$ cat config.mk
export PLATFORM = sky130hd
export DESIGN_NAME = can_bit_timing_logic
export DESIGN_NICKNAME = d
export VERILOG_FILES = /design/src/can_bit_timing_pkg.sv /design/src/quantum_prescaler.sv /design/src/sample_voter.sv /design/src/can_bit_timing_logic.sv
export VERILOG_INCLUDE_DIRS = /design/src /design/src/src
export SDC_FILE = /design/constraint.sdc
export NUM_CORES = 1
export LEC_CHECK = 0
export BUFFER_PORTS_ARGS = -buffer_cell sky130_fd_sc_hd__buf_2
export CAP_MARGIN = 20
export CORE_MARGIN = 1.5
export CORE_UTILIZATION = 45
export DETAILED_ROUTE_END_ITERATION = 8
export GPL_ROUTABILITY_DRIVEN = 1
export GPL_TIMING_DRIVEN = 0
export PLACE_DENSITY = 0.7
export SLEW_MARGIN = 15
export SYNTH_ARGS = -nofsm -noshare
export SYNTH_HDL_FRONTEND = slang
export SYNTH_SLANG_ARGS = --single-unit
$ cat constraint.sdc
create_clock -name clk_sys -period 4.2 [get_ports clk_sys]
set_clock_uncertainty 0.2 [all_clocks]
set_input_delay 0 -clock clk_sys [delete_from_list [all_inputs] [get_ports clk_sys]]
set_output_delay 0 -clock clk_sys [all_outputs]
set_load 0.05 [all_outputs]
$ cat src/can_bit_timing_consts.svh
// Constants of the CAN bit timing block: offsets, fields, resets, counts.
// Assumes inclusion by the package and the design modules of this block.
//
// Contract
// One quantum lasts two times (prescale value plus one) clock periods.
// Bit time is quantum times total quanta per bit; rate is reciprocal.
// Software programs at least eight quanta per bit for correct operation.
// Every bit opens with a one quantum synchronization segment.
// Three-bit field sets the propagation segment from one to eight quanta.
// Phase one is one to eight quanta; the bit is sampled at its end.
// Phase two is one to eight quanta but never shorter than two.
// Two quanta of processing time start at the sample point.
// Triple sample select takes a majority of three half-quantum samples.
// Source select picks phase two from its field or max(phase one, 2).
// Hard synchronization only on a falling edge while the bus is idle.
// At most one synchronization per bit time.
// Two-bit jump width of one to four quanta bounds every adjustment.
// Only recessive-to-dominant edges carry timing information.
// Phase error in quanta: zero in sync, positive early, negative late.
// Error within the jump width resynchronizes like a hard sync.
// Larger positive error lengthens phase one by exactly the jump width.
// Larger negative error shortens phase two by exactly the jump width.
// Edge used only if the previous sample differs from the level after.
// While sending dominant, no resync on a positive phase error edge.
// Software keeps prop plus phase one >= phase two >= jump width.
// Timing registers accept writes only in configuration mode.
`ifndef CAN_BIT_TIMING_CONSTS_SVH
`define CAN_BIT_TIMING_CONSTS_SVH

// Register byte offsets
`define OFS_PRESCALE_JUMP 8'h00
`define OFS_SEGMENTS 8'h04
`define OFS_PHASE_TWO 8'h08
`define OFS_CONTROL 8'h0c
`define OFS_STATUS 8'h10

// Field positions
`define POS_JUMP_MSB 7
`define POS_JUMP_LSB 6
`define POS_PRESCALE_MSB 5
`define POS_SOURCE_SEL 7
`define POS_TRIPLE_SEL 6
`define POS_PHASE_ONE_MSB 5
`define POS_PHASE_ONE_LSB 3
`define POS_PROP_MSB 2
`define POS_PHASE_TWO_MSB 2
`define POS_CONFIG_MODE 0

// Reset values
`define RST_TIMING_REG 8'h00
`define RST_CONFIG_MODE 1'b1

// Timing counts in quanta, and clocks per prescale step
`define SYNC_SEG_TQ 5'h01
`define IPT_TQ 5'h02
`define CLOCKS_PER_PRESCALE_STEP 2

`endif

$ cat src/can_bit_timing_pkg.sv
// Types shared by the CAN bit timing block.
// Assumes the constants header is on the include path.
package can_bit_timing_pkg;
  `include "can_bit_timing_consts.svh"

  typedef struct packed {
    logic [1:0] jumpField;
    logic [5:0] quantumPrescaleValue;
    logic phaseTwoSourceSelect;
    logic tripleSampleSelect;
    logic [2:0] phaseOneLengthField;
    logic [2:0] propagationLengthField;
    logic [2:0] phaseTwoLengthField;
  } timing_cfg_type;

  typedef enum logic [2:0] {
    ST_SYNC = 3'b001,
    ST_SEG1 = 3'b010,
    ST_SEG2 = 3'b100
  } bit_state_type;
endpackage : can_bit_timing_pkg

$ cat src/quantum_prescaler.sv
// Time quantum divider with a half-quantum enable.
// Assumes one system clock; restart realigns the quantum to an edge.
`timescale 1ns/1ps
`default_nettype none
module quantum_prescaler
  import can_bit_timing_pkg::*;
(
  // Clock and reset
  input wire logic clk_sys,
  input wire logic rst,
  // Control
  input wire logic [5:0] prescale,
  input wire logic restart,
  // Enables
  output logic tqTick,
  output logic halfTick
);
  logic [6:0] clkCount;
  logic [6:0] halfLast;
  logic [6:0] fullLast;

  assign halfLast = {1'b0, prescale};
  assign fullLast = 7'({prescale, 1'b1});
  assign tqTick = (clkCount == fullLast);
  assign halfTick = (clkCount == halfLast) || tqTick;

  always_ff @(posedge clk_sys or posedge rst) begin
    if (rst) begin
      clkCount <= 7'h00;
    end else if (restart || tqTick) begin
      clkCount <= 7'h00;
    end else begin
      clkCount <= clkCount + 7'h01;
    end
  end
endmodule : quantum_prescaler
`default_nettype wire

$ cat src/sample_voter.sv
// Majority vote over the receive pin at half-quantum spacing.
// Assumes the pin is synchronous to the clock.
`timescale 1ns/1ps
`default_nettype none
module sample_voter
  import can_bit_timing_pkg::*;
(
  // Clock and reset
  input wire logic clk_sys,
  input wire logic rst,
  // Sampling
  input wire logic halfTick,
  input wire logic tripleSel,
  input wire logic pinLevel,
  // Result
  output logic busLevel
);
  logic [1:0] earlySamples;

  always_ff @(posedge clk_sys or posedge rst) begin
    if (rst) begin
      earlySamples <= 2'b11;
    end else if (halfTick) begin
      earlySamples <= {earlySamples[0], pinLevel};
    end
  end

  // Samples at the point and one and two half quanta earlier
  always_comb begin
    if (tripleSel) begin
      busLevel = (earlySamples[0] & earlySamples[1]) |
                 (earlySamples[0] & pinLevel) |
                 (earlySamples[1] & pinLevel);
    end else begin
      busLevel = pinLevel;
    end
  end
endmodule : sample_voter
`default_nettype wire

$ cat src/can_bit_timing_logic.sv
// CAN bit timing: quanta, segments, sample point and synchronization.
// Assumes an APB master and a receive pin synchronous to clk_sys.
`timescale 1ns/1ps
`default_nettype none
// Offsets, fields and counts
`include "can_bit_timing_consts.svh"
module can_bit_timing_logic
  import can_bit_timing_pkg::*;
(
  // Clock and reset
  input wire logic clk_sys,
  input wire logic rst,
  // APB slave
  input wire logic psel,
  input wire logic penable,
  input wire logic pwrite,
  input wire logic [7:0] paddr,
  input wire logic [31:0] pwdata,
  output logic [31:0] prdata,
  output logic pready,
  output logic pslverr,
  // Bus pins and protocol side
  input wire logic busReceivePin,
  input wire logic busIdle,
  input wire logic txDominant,
  // Timing outputs
  output logic samplePoint,
  output logic bitStart,
  output logic rxBit
);
  timing_cfg_type cfg;
  bit_state_type state;
  logic configMode;
  logic [4:0] tqCount;
  logic [4:0] seg1Extra;
  logic [4:0] seg2Cut;
  logic syncDone;
  logic pinPrev;
  logic tqTick;
  logic halfTick;
  logic votedLevel;
  logic [4:0] seg1Len;
  logic [4:0] seg1Target;
  logic [4:0] seg2Len;
  logic [4:0] seg2Target;
  logic [4:0] jumpLen;
  logic [4:0] posError;
  logic [4:0] negError;
  logic fallEdge;
  logic edgeUsable;
  logic hardSync;
  logic resyncRestart;
  logic lengthenNow;
  logic shortenNow;
  logic syncNow;
  logic seg1Ends;
  logic seg2Ends;
  logic setupPhase;
  logic accessWrite;
  logic next_pslverr;
  logic [31:0] next_prdata;

  // Segment length from a zero-based field
  function automatic logic [4:0] fieldLen(input logic [2:0] field);
    fieldLen = {2'b00, field} + 5'h01;
  endfunction : fieldLen

  function automatic logic [4:0] maxLen(input logic [4:0] a,
                                        input logic [4:0] b);
    maxLen = (a > b) ? a : b;
  endfunction : maxLen

  // Derived segment lengths
  assign jumpLen = {3'b000, cfg.jumpField} + 5'h01;
  assign seg1Len = fieldLen(cfg.propagationLengthField) +
                   fieldLen(cfg.phaseOneLengthField);
  assign seg1Target = seg1Len + seg1Extra;

  always_comb begin
    if (cfg.phaseTwoSourceSelect) begin
      seg2Len = maxLen(fieldLen(cfg.phaseTwoLengthField), `IPT_TQ);
    end else begin
      seg2Len = maxLen(fieldLen(cfg.phaseOneLengthField), `IPT_TQ);
    end
  end

  assign seg2Target = seg2Len - seg2Cut;

  // Quantum divider restarted on hard syncs and on resyncs within the jump width
  quantum_prescaler quantumDivider (
    .clk_sys(clk_sys),
    .rst(rst),
    .prescale(cfg.quantumPrescaleValue),
    .restart(syncNow || configMode),
    .tqTick(tqTick),
    .halfTick(halfTick)
  );

  sample_voter pinVoter (
    .clk_sys(clk_sys),
    .rst(rst),
    .halfTick(halfTick),
    .tripleSel(cfg.tripleSampleSelect),
    .pinLevel(busReceivePin),
    .busLevel(votedLevel)
  );

  // Edge qualification
  always_ff @(posedge clk_sys or posedge rst) begin
    if (rst) begin
      pinPrev <= 1'b1;
    end else begin
      pinPrev <= busReceivePin;
    end
  end

  assign fallEdge = pinPrev && !busReceivePin;
  assign edgeUsable = fallEdge && rxBit && !syncDone &&
                      !configMode;

  // Phase error in quanta relative to the sync segment
  assign posError = (state == ST_SEG1) ? tqCount + 5'h01 : 5'h00;
  assign negError = (state == ST_SEG2) ? seg2Target - tqCount : 5'h00;

  // Synchronization decisions
  assign hardSync = edgeUsable && busIdle;
  always_comb begin
    resyncRestart = 1'b0;
    lengthenNow = 1'b0;
    shortenNow = 1'b0;
    if (edgeUsable && !busIdle) begin
      case (state)
        ST_SYNC: begin
          resyncRestart = 1'b1;
        end
        ST_SEG1: begin
          if (!txDominant) begin
            if (posError <= jumpLen) begin
              resyncRestart = 1'b1;
            end else begin
              lengthenNow = 1'b1;
            end
          end
        end
        ST_SEG2: begin
          if (negError <= jumpLen) begin
            resyncRestart = 1'b1;
          end else begin
            shortenNow = 1'b1;
          end
        end
        default: begin
          resyncRestart = 1'b0;
        end
      endcase
    end
  end

  assign syncNow = hardSync || resyncRestart;
  assign seg1Ends = tqTick && (state == ST_SEG1) &&
                    (tqCount + 5'h01 >= seg1Target);
  assign seg2Ends = tqTick && (state == ST_SEG2) &&
                    (tqCount + 5'h01 >= seg2Target);

  // Segment sequencing
  always_ff @(posedge clk_sys or posedge rst) begin
    if (rst) begin
      state <= ST_SYNC;
      tqCount <= 5'h00;
    end else if (configMode || syncNow) begin
      state <= ST_SYNC;
      tqCount <= 5'h00;
    end else if (tqTick) begin
      case (state)
        ST_SYNC: begin
          if (tqCount + 5'h01 >= `SYNC_SEG_TQ) begin
            state <= ST_SEG1;
            tqCount <= 5'h00;
          end else begin
            tqCount <= tqCount + 5'h01;
          end
        end
        ST_SEG1: begin
          if (seg1Ends) begin
            state <= ST_SEG2;
            tqCount <= 5'h00;
          end else begin
            tqCount <= tqCount + 5'h01;
          end
        end
        ST_SEG2: begin
          if (seg2Ends) begin
            state <= ST_SYNC;
            tqCount <= 5'h00;
          end else begin
            tqCount <= tqCount + 5'h01;
          end
        end
        default: begin
          state <= ST_SYNC;
          tqCount <= 5'h00;
        end
      endcase
    end
  end

  // Per-bit adjustments and the one-sync guard
  always_ff @(posedge clk_sys or posedge rst) begin
    if (rst) begin
      seg1Extra <= 5'h00;
      seg2Cut <= 5'h00;
      syncDone <= 1'b0;
    end else if (configMode) begin
      seg1Extra <= 5'h00;
      seg2Cut <= 5'h00;
      syncDone <= 1'b0;
    end else if (syncNow) begin
      // A sync in the last quantum opens the next bit already synced
      seg1Extra <= 5'h00;
      seg2Cut <= 5'h00;
      syncDone <= 1'b1;
    end else if (seg2Ends) begin
      seg1Extra <= 5'h00;
      seg2Cut <= 5'h00;
      syncDone <= 1'b0;
    end else if (lengthenNow) begin
      seg1Extra <= jumpLen;
      syncDone <= 1'b1;
    end else if (shortenNow) begin
      seg2Cut <= jumpLen;
      syncDone <= 1'b1;
    end
  end

  // Sample point and received bit
  always_ff @(posedge clk_sys or posedge rst) begin
    if (rst) begin
      samplePoint <= 1'b0;
      rxBit <= 1'b1;
    end else begin
      samplePoint <= seg1Ends && !configMode;
      if (seg1Ends && !configMode) begin
        rxBit <= votedLevel;
      end
    end
  end

  always_ff @(posedge clk_sys or posedge rst) begin
    if (rst) begin
      bitStart <= 1'b0;
    end else begin
      bitStart <= !configMode && (syncNow || seg2Ends);
    end
  end

  // APB register access
  assign setupPhase = psel && !penable;
  assign accessWrite = psel && penable && pwrite;
  assign pready = 1'b1;

  always_ff @(posedge clk_sys or posedge rst) begin
    if (rst) begin
      cfg <= '0;
    end else if (accessWrite && configMode) begin
      case (paddr)
        `OFS_PRESCALE_JUMP: begin
          cfg.jumpField <= pwdata[`POS_JUMP_MSB:`POS_JUMP_LSB];
          cfg.quantumPrescaleValue <= pwdata[`POS_PRESCALE_MSB:0];
        end
        `OFS_SEGMENTS: begin
          cfg.phaseTwoSourceSelect <= pwdata[`POS_SOURCE_SEL];
          cfg.tripleSampleSelect <= pwdata[`POS_TRIPLE_SEL];
          cfg.phaseOneLengthField <=
            pwdata[`POS_PHASE_ONE_MSB:`POS_PHASE_ONE_LSB];
          cfg.propagationLengthField <= pwdata[`POS_PROP_MSB:0];
        end
        `OFS_PHASE_TWO: begin
          cfg.phaseTwoLengthField <= pwdata[`POS_PHASE_TWO_MSB:0];
        end
        default: begin
          cfg <= cfg;
        end
      endcase
    end
  end

  always_ff @(posedge clk_sys or posedge rst) begin
    if (rst) begin
      configMode <= `RST_CONFIG_MODE;
    end else if (accessWrite && paddr == `OFS_CONTROL) begin
      configMode <= pwdata[`POS_CONFIG_MODE];
    end
  end

  // Read data and error prepared in the setup cycle
  always_comb begin
    next_prdata = 32'h0000_0000;
    next_pslverr = 1'b0;
    case (paddr)
      `OFS_PRESCALE_JUMP: begin
        next_prdata[7:0] = {cfg.jumpField, cfg.quantumPrescaleValue};
      end
      `OFS_SEGMENTS: begin
        next_prdata[7:0] = {cfg.phaseTwoSourceSelect,
                            cfg.tripleSampleSelect,
                            cfg.phaseOneLengthField,
                            cfg.propagationLengthField};
      end
      `OFS_PHASE_TWO: begin
        next_prdata[7:0] = {5'h00, cfg.phaseTwoLengthField};
      end
      `OFS_CONTROL: begin
        next_prdata[0] = configMode;
      end
      `OFS_STATUS: begin
        next_prdata[7:0] = {1'b0, configMode, syncDone, state,
                            busReceivePin, rxBit};
      end
      default: begin
        next_pslverr = 1'b1;
      end
    endcase
  end

  always_ff @(posedge clk_sys or posedge rst) begin
    if (rst) begin
      prdata <= 32'h0000_0000;
      pslverr <= 1'b0;
    end else if (setupPhase) begin
      prdata <= pwrite ? 32'h0000_0000 : next_prdata;
      pslverr <= next_pslverr;
    end else if (!psel) begin
      pslverr <= 1'b0;
    end
  end
endmodule : can_bit_timing_logic
`default_nettype wire

==> flow_metrics.py <==
metrics = {
    "power_and_ir_drop": {
        "total_power_per_unit_cell_area_nw_per_um2": 343,
        "max-vdd-ir-drop_v": 0.000349,
        "power.leakage_nw": 2.56,
    },
    "synth": {
        "share_of_the_yosys_chip_area_belonging_to_registers_pct": 34.0,
        "synth-xor-area-share_pct": 6.14,
        "ys_seq_elements": 57,
        "synth_compound_gate_area_share_pct": 13.2,
        "synth_edf_count": 0,
        "yosys_warnings": 0,
        "synthCells": 442,
        "combinational_family_with_the_most_area_after_synthesis": "simple AND/OR/NAND/NOR gates",
        "post_synth_num_cell_types": 55,
        "muxShareOfSynthArea_pct": 9.43,
        "synth_async_sr_flop_share_pct": 100,
        "yosys_most_used_dff": "sky130_fd_sc_hd__dfrtp_1",
        "syn-cell-area_um2": 4220,
        "post_synth_and_or_nand_nor_area_fraction_pct": 15.5,
        "share_of_synthesized_cell_area_in_full_adder_half_adder_and_majority_cells_pct": 12.7,
        "syn_area_per_cell_um2": 9.55,
    },
    "placed_design": {
        "place_ws_ps": -186,
        "detailed_place.area_um2": 4640,
        "placement.io_buffers": 35,
        "detailedPlacementHpwl_um": 7560,
        "routabilityCongestion": 0.901,
    },
    "worst_hold_path": {
        "hold_crit_endpoint": "seg1Extra[2]",
        "hold_class": "input pin to register",
        "worst_hold_startpoint": "txDominant",
        "hold_path_depth": 6,
    },
    "setup_path": {
        "r2r_slack_ps": 80,
        "reg_to_reg_startpoint": "cfg[10]",
        "timing_worst_setup_path_type": "register to register",
        "library_cell_contributing_the_largest_single_delay_on_the_critical_path": "sky130_fd_sc_hd__fa_1",
        "critPathArrivalTime_ps": 4190,
        "kind_of_cell_with_the_highest_combined_delay_on_the_critical_path": "adder cells",
        "timing.rr.end": "quantumDivider.clkCount[5]",
        "crit_fanout": 6,
        "crit_path_max_incr_delay_ps": 560,
        "rr_worst_depth": 16,
        "crit_path_end_kind": "register",
        "worst_setup_sp_type": "register",
        "critical_path_required_ps": 4270,
        "crit_path_cell_trace": "inv_4 > o21ai_2 > o22a_1 > ha_2 > fa_1 > inv_2 > fa_2 > inv_1 > nor2_1 > ha_1 > buf_6 > a32oi_4 > nor3_2 > a221o_2 > buf_8 > nor3_4",
        "cp.buffers_inverters": 5,
    },
    "cells_and_area": {
        "n_antenna_cell": 0,
        "most_frequent_cells_in_the_layout": "sky130_fd_sc_hd__dfrtp_1, sky130_fd_sc_hd__buf_2, sky130_fd_sc_hd__inv_1, sky130_fd_sc_hd__ha_1, sky130_fd_sc_hd__buf_4",
        "drive_gt1_share_pct": 29.3,
        "layout.nets": 624,
        "most_frequent_standard_cell_in_the_layout_excluding_fill_and_tap_cells": "sky130_fd_sc_hd__dfrtp_1",
        "final_design_area_no_fill_um2": 5220,
        "syn_to_final_growth_pct": 23.7,
    },
    "sta": {
        "timing.fmax_mhz": 242,
        "final_period_minus_worst_setup_slack_ps": 4120,
        "setup_ws_ps": 76.0,
        "relSlewSlack_pct": 48.4,
        "rsz_0062_raised_after_global_routing": "true",
        "finalHoldViolCount": 0,
        "slew_at_the_pin_closest_to_its_max_slew_limit_ps": 770,
        "finalMaxSlewViolations": 0,
        "setup_viol": 0,
        "post_route_clock_period_utilization_pct": 98.2,
    },
    "floorplan": {
        "die_height_um": 99.8,
        "start_util_pct": 46.1,
        "floorplan.rows": 35,
        "die_width_um": 99.8,
        "coreArea_um2": 9150,
        "i_o_pins": 85,
        "die-area_um2": 9970,
    },
    "cts": {
        "tritoncts_buffers": 9,
        "clk_latency_ps": 350,
        "cts_max_path_buffers": 2,
        "clk_transition_reported_paths_ps": 60,
        "tritoncts_clock_tree": "done",
        "cts_sink_count": 57,
        "root_buffer": "sky130_fd_sc_hd__clkbuf_8",
        "cts_htree_levels": 3,
    },
    "routing": {
        "postRouteAntennaNets": 0,
        "vias_per_cell": 5.28,
        "drt_pass1_iterations": 4,
        "detail_route.wirelength_um": 10200,
        "first_iter_violations": 176,
        "drc": 0,
        "dr_total_vias": 3449,
        "route.detailed.wl_per_inst_um": 15.6,
    },
    "grt": {
        "grt_remaining_overflow": 0,
        "grt_pass1_wl_um": 15800,
        "first_global_vias": 3276,
        "grt_start_max_net_pins": 32,
        "grt.total_usage_pct": 20.5,
        "grt_antenna_before_repair": 0,
    },
    "job": {
        "max-cap-violations": 0,
    },
    "status": {
        "run_status": "finished, final reports clean",
    },
}
[kinds of logic after synthesis]
family	Yosys count
adders and majority gates	40
other	2
buffers and inverters	73
xor gates and xnor gates	28
and+or+nand+nor	124
AOI/OAI and AO/OA	81
muxes	37
DFF	57
[registers in the layout, summed over array words and instances, names as in the netlist]
| signal | count |
|---|---|
| pinVoter.earlySamples | 2 |
| pinPrev | 1 |
| cfg | 19 |
| quantumDivider.clkCount | 7 |
| bitStart | 1 |
| rxBit | 1 |
| syncDone | 1 |
| samplePoint | 1 |
| seg2Cut | 3 |
| seg1Extra | 3 |
| prdata | 8 |
| tqCount | 5 |
| state | 3 |
| pslverr | 1 |
| configMode | 1 |
[worst register-to-register path, cell delays in order (launching register included)]
cell and delay (ps):
sky130_fd_sc_hd__dfrtp_2 460, sky130_fd_sc_hd__inv_4 70, sky130_fd_sc_hd__o21ai_2 60, sky130_fd_sc_hd__o22a_1 210, sky130_fd_sc_hd__ha_2 200, sky130_fd_sc_hd__fa_1 570, sky130_fd_sc_hd__inv_2 60, sky130_fd_sc_hd__fa_2 530
sky130_fd_sc_hd__inv_1 40, sky130_fd_sc_hd__nor2_1 90, sky130_fd_sc_hd__ha_1 270, sky130_fd_sc_hd__buf_6 130, sky130_fd_sc_hd__a32oi_4 270, sky130_fd_sc_hd__nor3_2 100, sky130_fd_sc_hd__a221o_2 460, sky130_fd_sc_hd__buf_8 180
sky130_fd_sc_hd__nor3_4 160
[metal layers]
layer | vias up | track usage (%) | wire [µm]
met5 | - | 0 | 0
met4 | 0 | 7.15 | 173
met3 | 16 | 5.08 | 342
met2 | 78 | 33.1 | 5140
met1 | 1661 | 26.8 | 4510
li1 | 1694 | - | -
[through the flow]
step           instances  util (%)  power [W]  setup TNS (ps)  hold slack, ps
2_1_floorplan        465         -    0.00112               0            -196
3_3_place_gp         611      50.5    0.00123            -426           -31.4
3_5_place_dp         613      50.7    0.00125           -2600            -107
4_1_cts              646      54.9    0.00175               0            5.48
5_1_grt              653      57.0    0.00190            -275            57.1
6_report             653      57.0    0.00179               0            31.5
[where the power goes]
part | internal, W | switching, W | total, W | leakage (nW)
registers | 0.000624 | 0.0000719 | 0.000696 | 0.750
clock network | 0.000262 | 0.000215 | 0.000476 | 0.0927
logic | 0.000257 | 0.000360 | 0.000617 | 1.72
total | 0.00114 | 0.000646 | 0.00179 | 2.56
[cells in the mapped netlist, drive strengths merged, types with 6 or more instances]
library cell | instances | area share [%]
nand2 | 25 | 2.2
inv | 36 | 3.2
buf | 29 | 5.0
dfstp | 6 | 3.7
nor2b | 10 | 1.5
nand3 | 13 | 1.5
o21ai | 26 | 3.1
nor2 | 19 | 1.7
a21o | 6 | 1.1
mux2 | 22 | 5.9
xor2 | 11 | 2.3
xnor2 | 16 | 3.3
clkbuf | 8 | 0.71
mux2i | 15 | 3.6
a21oi | 19 | 2.3
nand2b | 6 | 0.89
ha | 34 | 10
nor3 | 20 | 2.4
dfrtp | 51 | 30
[layout make-up]
| type | count | area (µm²) |
|---|---|---|
| Fill cell | 784 | 3930 |
| Inverter | 36 | 138 |
| Sequential cell | 57 | 1440 |
| Clock inverter | 2 | 12.5 |
| Tap cell | 111 | 139 |
| Timing Repair Buffer | 61 | 432 |
| Multi-Input combinational cell | 335 | 2630 |
| Buffer | 37 | 253 |
| Clock buffer | 14 | 173 |
[how the worst max path moves through the flow]
stage               cells past startpoint                    endpoint  startpoint  slack (ps)
finish                                 16  quantumDivider.clkCount[5]     cfg[10]          80
global route                           16  quantumDivider.clkCount[6]     cfg[10]         -50
CTS                                    16  quantumDivider.clkCount[5]      cfg[6]           8
detailed placement                     17  quantumDivider.clkCount[5]     cfg[10]        -190
global placement                       16  quantumDivider.clkCount[4]     cfg[10]         -60
floorplan                              17  quantumDivider.clkCount[2]     cfg[10]         330
[repair_timing]
item	in CTS	in global routing
setup endpoints to repair	22	23
pin swaps	2	13
hold buffers	17	0
setup buffers	0	5
endpoints found under the hold margin	84	0
cloned	0	2
resized for setup	7	40
Power figures use the tool's default switching activity.
